File: config.mk
export PLATFORM = sky130hd
export DESIGN_NAME = coac_rate_win
export DESIGN_NICKNAME = d
export VERILOG_FILES = /design/src/design/coac_pkg.sv /design/src/design/coac_rate_win.sv
export SDC_FILE = /design/constraint.sdc
export NUM_CORES = 1
export LEC_CHECK = 0
export BUFFER_PORTS_ARGS = -buffer_cell sky130_fd_sc_hd__buf_4
export CAP_MARGIN = 20
export CORE_AREA = 2 2 44 46
export DETAILED_ROUTE_END_ITERATION = 12
export DIE_AREA = 0 0 46 48
export PLACE_DENSITY = 0.78
export SKIP_CTS_REPAIR_TIMING = 1
export SYNTH_ARGS = -nofsm -noshare
export SYNTH_HDL_FRONTEND = slang
export SYNTH_SLANG_ARGS = --single-unit
File: constraint.sdc
create_clock -name sys_clk -period 5.9 [get_ports sys_clk]
set_clock_uncertainty 0.15 [all_clocks]
set_input_delay 1.18 -clock sys_clk [delete_from_list [all_inputs] [get_ports sys_clk]]
set_output_delay 1.18 -clock sys_clk [all_outputs]
set_load 0.005 [all_outputs]
File: src/design/coac_pkg.sv
package coac_pkg;
    // ============================================================
    // timing
    // ============================================================
    localparam int CLK_FREQ_HZ     = 125_000_000;
    localparam int WINDOW_US       = 1000;
    localparam int WINDOW_CYCLES   = (CLK_FREQ_HZ / 1_000_000) * WINDOW_US;
    localparam int WIN_CNT_W       = 17;

    // ============================================================
    // object attributes and commands
    // ============================================================
    localparam logic [15:0] CTRL_OBJ_INDEX   = 16'h6040;
    localparam int          FAULT_RESET_BIT  = 7;
    localparam int          SIZE_W           = 3;
    localparam int          ALARM_W          = 8;

    // alarm vector positions
    localparam int ALM_SDO_OVF   = 0;
    localparam int ALM_PDO_OVF   = 1;
    localparam int ALM_SUBIDX    = 2;
    localparam int ALM_SIZE      = 3;
    localparam int ALM_RDONLY    = 4;
    localparam int ALM_NOPDO     = 5;
    localparam int ALM_RUNPROT   = 6;
    localparam int ALM_INDEX     = 7;

    typedef enum logic [1:0] {
        COAC_WIN_IDLE = 2'b00,
        COAC_WIN_OPEN = 2'b01
    } coac_win_t;
endpackage : coac_pkg

File: src/design/coac_rate_win.sv
`timescale 1ns/100ps
`default_nettype none
// flags every further arrival inside a fixed window opened by the first one
module coac_rate_win
    import coac_pkg::*;
#(
    parameter int WIN_CYCLES = WINDOW_CYCLES
) (
    input  wire logic sys_clk,   // system clock
    input  wire logic rst,       // async reset, high
    input  wire logic msg_in,    // one-cycle arrival pulse
    output logic      ovf_pulse  // second arrival inside window
);
    coac_win_t             state_r;
    logic [WIN_CNT_W-1:0]  cnt_r;
    localparam logic [WIN_CNT_W-1:0] LAST = WIN_CNT_W'(WIN_CYCLES - 1);
    localparam logic [WIN_CNT_W-1:0] ONE  = WIN_CNT_W'(1);

    // ============================================================
    // window state
    // ============================================================
    always_ff @(posedge sys_clk or posedge rst) begin
        if (rst) begin
            state_r <= COAC_WIN_IDLE;
            cnt_r   <= '0;
        end else begin
            case (state_r)
                COAC_WIN_IDLE: begin
                    if (msg_in) begin
                        state_r <= COAC_WIN_OPEN;
                        cnt_r   <= '0;
                    end
                end
                COAC_WIN_OPEN: begin
                    if (cnt_r == LAST) begin
                        // an arrival exactly at expiry starts a fresh window
                        state_r <= msg_in ? COAC_WIN_OPEN : COAC_WIN_IDLE;
                        cnt_r   <= '0;
                    end else begin
                        cnt_r <= cnt_r + ONE;
                    end
                end
                default: begin
                    state_r <= COAC_WIN_IDLE;
                    cnt_r   <= '0;
                end
            endcase
        end
    end

    assign ovf_pulse = msg_in && (state_r == COAC_WIN_OPEN) && (cnt_r != LAST);
endmodule : coac_rate_win
`default_nettype wire

# Word-level counts from Yosys, hierarchy flattened
# Index checks and enable logic that the tools add are counted.
[word_totals] romBits=0 reg_bits=19 memories=0 in_bits=3 wordCells=19 latchBits=0 out_inout_bits=1 ram_bits=0
[classes] shifts=0 n_addsub=1 n_mul=0 n_mux=7 bitwise=0 eq_ne=5 order_cmp=0 reduce_logical=4 div_mod_pow=0
[ops] cell="17-bit two-way mux" n=2
[ops] cell="17-bit case mux with 2 select lines" n=1
[ops] cell="17-bit by 1-bit adder with 17-bit output, second input constant" n=1
[ops] cell="17-bit == test, second input constant" n=1
[ops] cell="17-bit inequality test, second input constant" n=1
[ops] cell="2-bit two-way mux" n=2
[ops] cell="2-bit inequality test, second input constant" n=2
[ops] cell="2-bit case mux with 2 select lines" n=1
[ops] cell="2-bit by 1-bit == test with 1-bit output, second input constant" n=1
[ops] cell="1-bit logical AND" n=2
[ops] cell="2-bit logical NOT" n=1
[ops] cell="2-bit AND reduction" n=1
[ops] cell="1-bit two-way mux" n=1

# Depth between registers and ports, before layout
[depth] ltp_word=3 depth_mapped=7 depth_no_buf=6

# Least setup slack after synthesis
# OpenSTA, ideal clock, no wires.
[synth_path] path_kind="register -> output" startpoint="register cnt_r[0]" endpoint="output port ovf_pulse" t_required_ps=4570 path_slack_ps=2743 t_arrival_ps=1827 n_path_buf=1 path_stages_with_launch=7 path_cell_list="dfrtp_1 -> ha_1 -> nand2_2 -> or4_4 -> o41ai_4 -> buf_6 -> nor2_1"
[synth_between] elab_chain_cells=2
[synth_lines] item="from (decl)" line="coac_rate_win.sv:15" source="logic [WIN_CNT_W-1:0] cnt_r;"
[synth_lines] item="from (signal assigned)" line="coac_rate_win.sv:40" source="cnt_r <= cnt_r + ONE;"
[synth_lines] item="17-bit inequality test" line="coac_rate_win.sv:51" source="assign ovf_pulse = msg_in && (state_r == COAC_WIN_OPEN) && (cnt_r != LAST);"
[synth_lines] item="1-bit logical AND" line="coac_rate_win.sv:51"
[synth_lines] item="to (decl)" line="coac_rate_win.sv:12" source="output logic ovf_pulse"
# Every way passes these cells.

# Worst setup path in the final report
# Same ends and word-level chain as after synthesis.

==> flow_summary.toml <==
[critical_path]
crit_type = "flip-flop to primary output"
start_kind = "flip-flop"
cp_slowest_cell = "o41ai_4"
cp_cell_sequence = "ha_1 -> nand2_2 -> or4_4 -> o41ai_4 -> nor2_1 -> buf_4"
crit_fanout = 16
crit_required_ps = 4570
crit_path_end_kind = "primary output"
crit_arrival_ps = 2560
critPathMaxStageDelay_ps = 810

[layout]
antenna_cells = 0
drive_gt1_share_pct = 14.3
syn2layout_area_growth_pct = 4.11
fillers = 144
final_area_um2 = 1080
final_nets = 118

[logic_synthesis]
syn_inst = 110
ys_ff_latch = 18
ys_seq_area_share_pct = 43.5
synthArstFlopShare_pct = 100
yosysMostFrequentCell = "dfrtp_1"
yosysTopAreaCellShare_pct = 43.5
avgSynthCellArea_um2 = 9.42
netlist_area_um2 = 1040
yosysWarnings = 0
synth_cell_types = 38
synth_ff_type = "dfrtp_1"
yosys-top-cells-count = "18 x dfrtp_1, 11 x nand3_1, 10 x nand2_1"
syn_nets = 114
synth_edf_count = 0
synth_area_leaders = "dfrtp_1 43%, nand3_1 5.3%, nand2_1 3.6%, a22o_1 3.4%, o21ai_0 3.4%"
synth_area_leader_cell = "dfrtp_1"

[place]
dpl-instance-area_um2 = 1060
place_congestion = 0.817
numPortBuffers = 3
hpwl_um = 1470

[route]
drt_iter0_drc = 22
vias = 865
drcViolationCount = 0
wl_per_cell_um = 16.2
wl_met3_um = 81
drt-met1-wl_um = 968
drt_first_pass_iters = 4
top_layer_used = "met4"
wl_um = 2090
vias_per_cell = 6.71
ant_nets = 0
wl_met2_um = 1010

[floorplanning]
rows = 15
io_pins = 4
core_um2 = 1690
initial_utilization_pct = 61.3
fp.dieH_um = 48
dieArea_um2 = 2210
dieWidth_um = 46

[grt]
grt_overflow = 0
first_global_vias = 815
grt_usage_pct = 22.9
grt_max_degree = 19
grt_pass1_wl_um = 3570
grt_antenna_before_repair = 0

[clock_tree]
clkTransAtPathRegs_ps = 90
worstSkewPairLatency_ps = 290
root_buffer = "clkbuf_4"
cts.htree.levels = 1
cts.sinks = 18
clockBufferDepth = 2
cts_buffers = 3
cts_tree = "done"

[timing]
post-route-min-period_ps = 3890
slew_headroom_pct = 39.9
fmax_ghz = 0.257
tightestPinTransition_ps = 898
finalSetupViolations = 0
fin_tns_setup_ps = 0
rsz0062_at_grt = "no"
finalCritPeriodShare_pct = 65.9
slew_viol_final = 0
finalHoldViolCount = 0

[pwr]
ir_worst_vdd_v = 0.000147
power_leakage_nw = 0.487
powerDensity_nw_per_um2 = 174

[min_path]
hold_path.class = "flip-flop to flip-flop"

[flow_run]
drv_cap = 0

[status]
status = "complete, no violations"
-- cell type report --
class                      count  area [µm²]  area share (%)
clock buffer                   3        22.5            2.09
inverter                       5        18.8            1.74
multi-input combinational     83         543            50.3
sequential                    18         450            41.8
tap                           17        21.3            1.97
timing repair buffer           3        22.5            2.09
-- metal layers --
| metal | vias up | GRT usage [%] |
|---|---|---|
| met1 | 424 | 30.1 |
| li1 | 417 | - |
| met4 | 0 | 13.1 |
| met2 | 19 | 36.1 |
| met3 | 5 | 3.40 |
| met5 | - | 0 |
-- power by group --
| group | total, mW | leakage (nW) | internal, mW | switching [mW] |
|---|---|---|---|---|
| logic | 0.00502 | 0.284 | 0.00145 | 0.00358 |
| registers | 0.123 | 0.189 | 0.123 | 0 |
| clock network | 0.0596 | 0.0138 | 0.0238 | 0.0358 |
| total | 0.188 | 0.487 | 0.148 | 0.0394 |
-- registers in the layout, summed over array words and instances, names as in the netlist --
name and flops:
cnt_r 17, state_r 1
-- final timing paths --
check | start | endpoint | slack (ps) | depth (start not counted)
worst max-delay path | cnt_r[0] | ovf_pulse | 2010 | 6
worst min-delay path | cnt_r[14] | cnt_r[14] | 360 | 1
worst max register to register | cnt_r[0] | cnt_r[7] | 3200 | 6
worst min register to register | cnt_r[14] | cnt_r[14] | 360 | 1
max in group asynchronous | rst | cnt_r[13] | 4340 | 2
min in group asynchronous | rst | state_r[0] | 830 | 2
-- worst max-delay path: cells and delay by family, from the launching register on --
family / cells / cell delay (ps)
AO/OA/AOI/OAI: 1 / 810
buffers and inverters: 1 / 170
flip-flops: 1 / 390
AND/OR/NAND/NOR: 3 / 690
adder cells (fa/ha/maj): 1 / 220
-- through the flow --
stage / hold WS [ps] / cells / worst slack (ps) / util [%] / power, mW
floorplan: 322 / 110 / 2740 / - / 0.128
global placement: 338 / 126 / 2380 / 62.5 / 0.131
detailed placement: 346 / 126 / 2340 / 62.5 / 0.131
CTS: 361 / 129 / 2000 / 63.9 / 0.189
global route: 392 / 129 / 1800 / 63.9 / 0.196
finish: 358 / 129 / 2010 / 63.9 / 0.188
-- cell usage in the layout, fill, tap and decap left out, drive strengths merged, types with 3 or more instances in the layout --
master  synthesis  final
a21oi           5      5
a22o            4      4
inv             5      5
nand3          11     11
dfrtp          18     18
and3            6      6
buf             2      3
or3             5      5
nor2            3      3
o22ai           4      4
a21o            3      3
clkbuf          2      3
o21ai           7      7
nand2          11     11
-- cell families (layout without fill, tap and decap cells) --
| family | after synthesis | in the layout | share of synthesized area (%) |
|---|---|---|---|
| flip-flops | 18 | 18 | 43.5 |
| adder cells (fa/ha/maj) | 1 | 1 | 1.21 |
| buffers and inverters | 9 | 11 | 4.11 |
| multiplexers | 1 | 1 | 0.966 |
| AND/OR/NAND/NOR | 50 | 50 | 27.5 |
| XOR/XNOR | 2 | 2 | 1.69 |
| AO/OA/AOI/OAI | 29 | 29 | 21.0 |
Note: power is estimated with default switching activity, not from simulation.
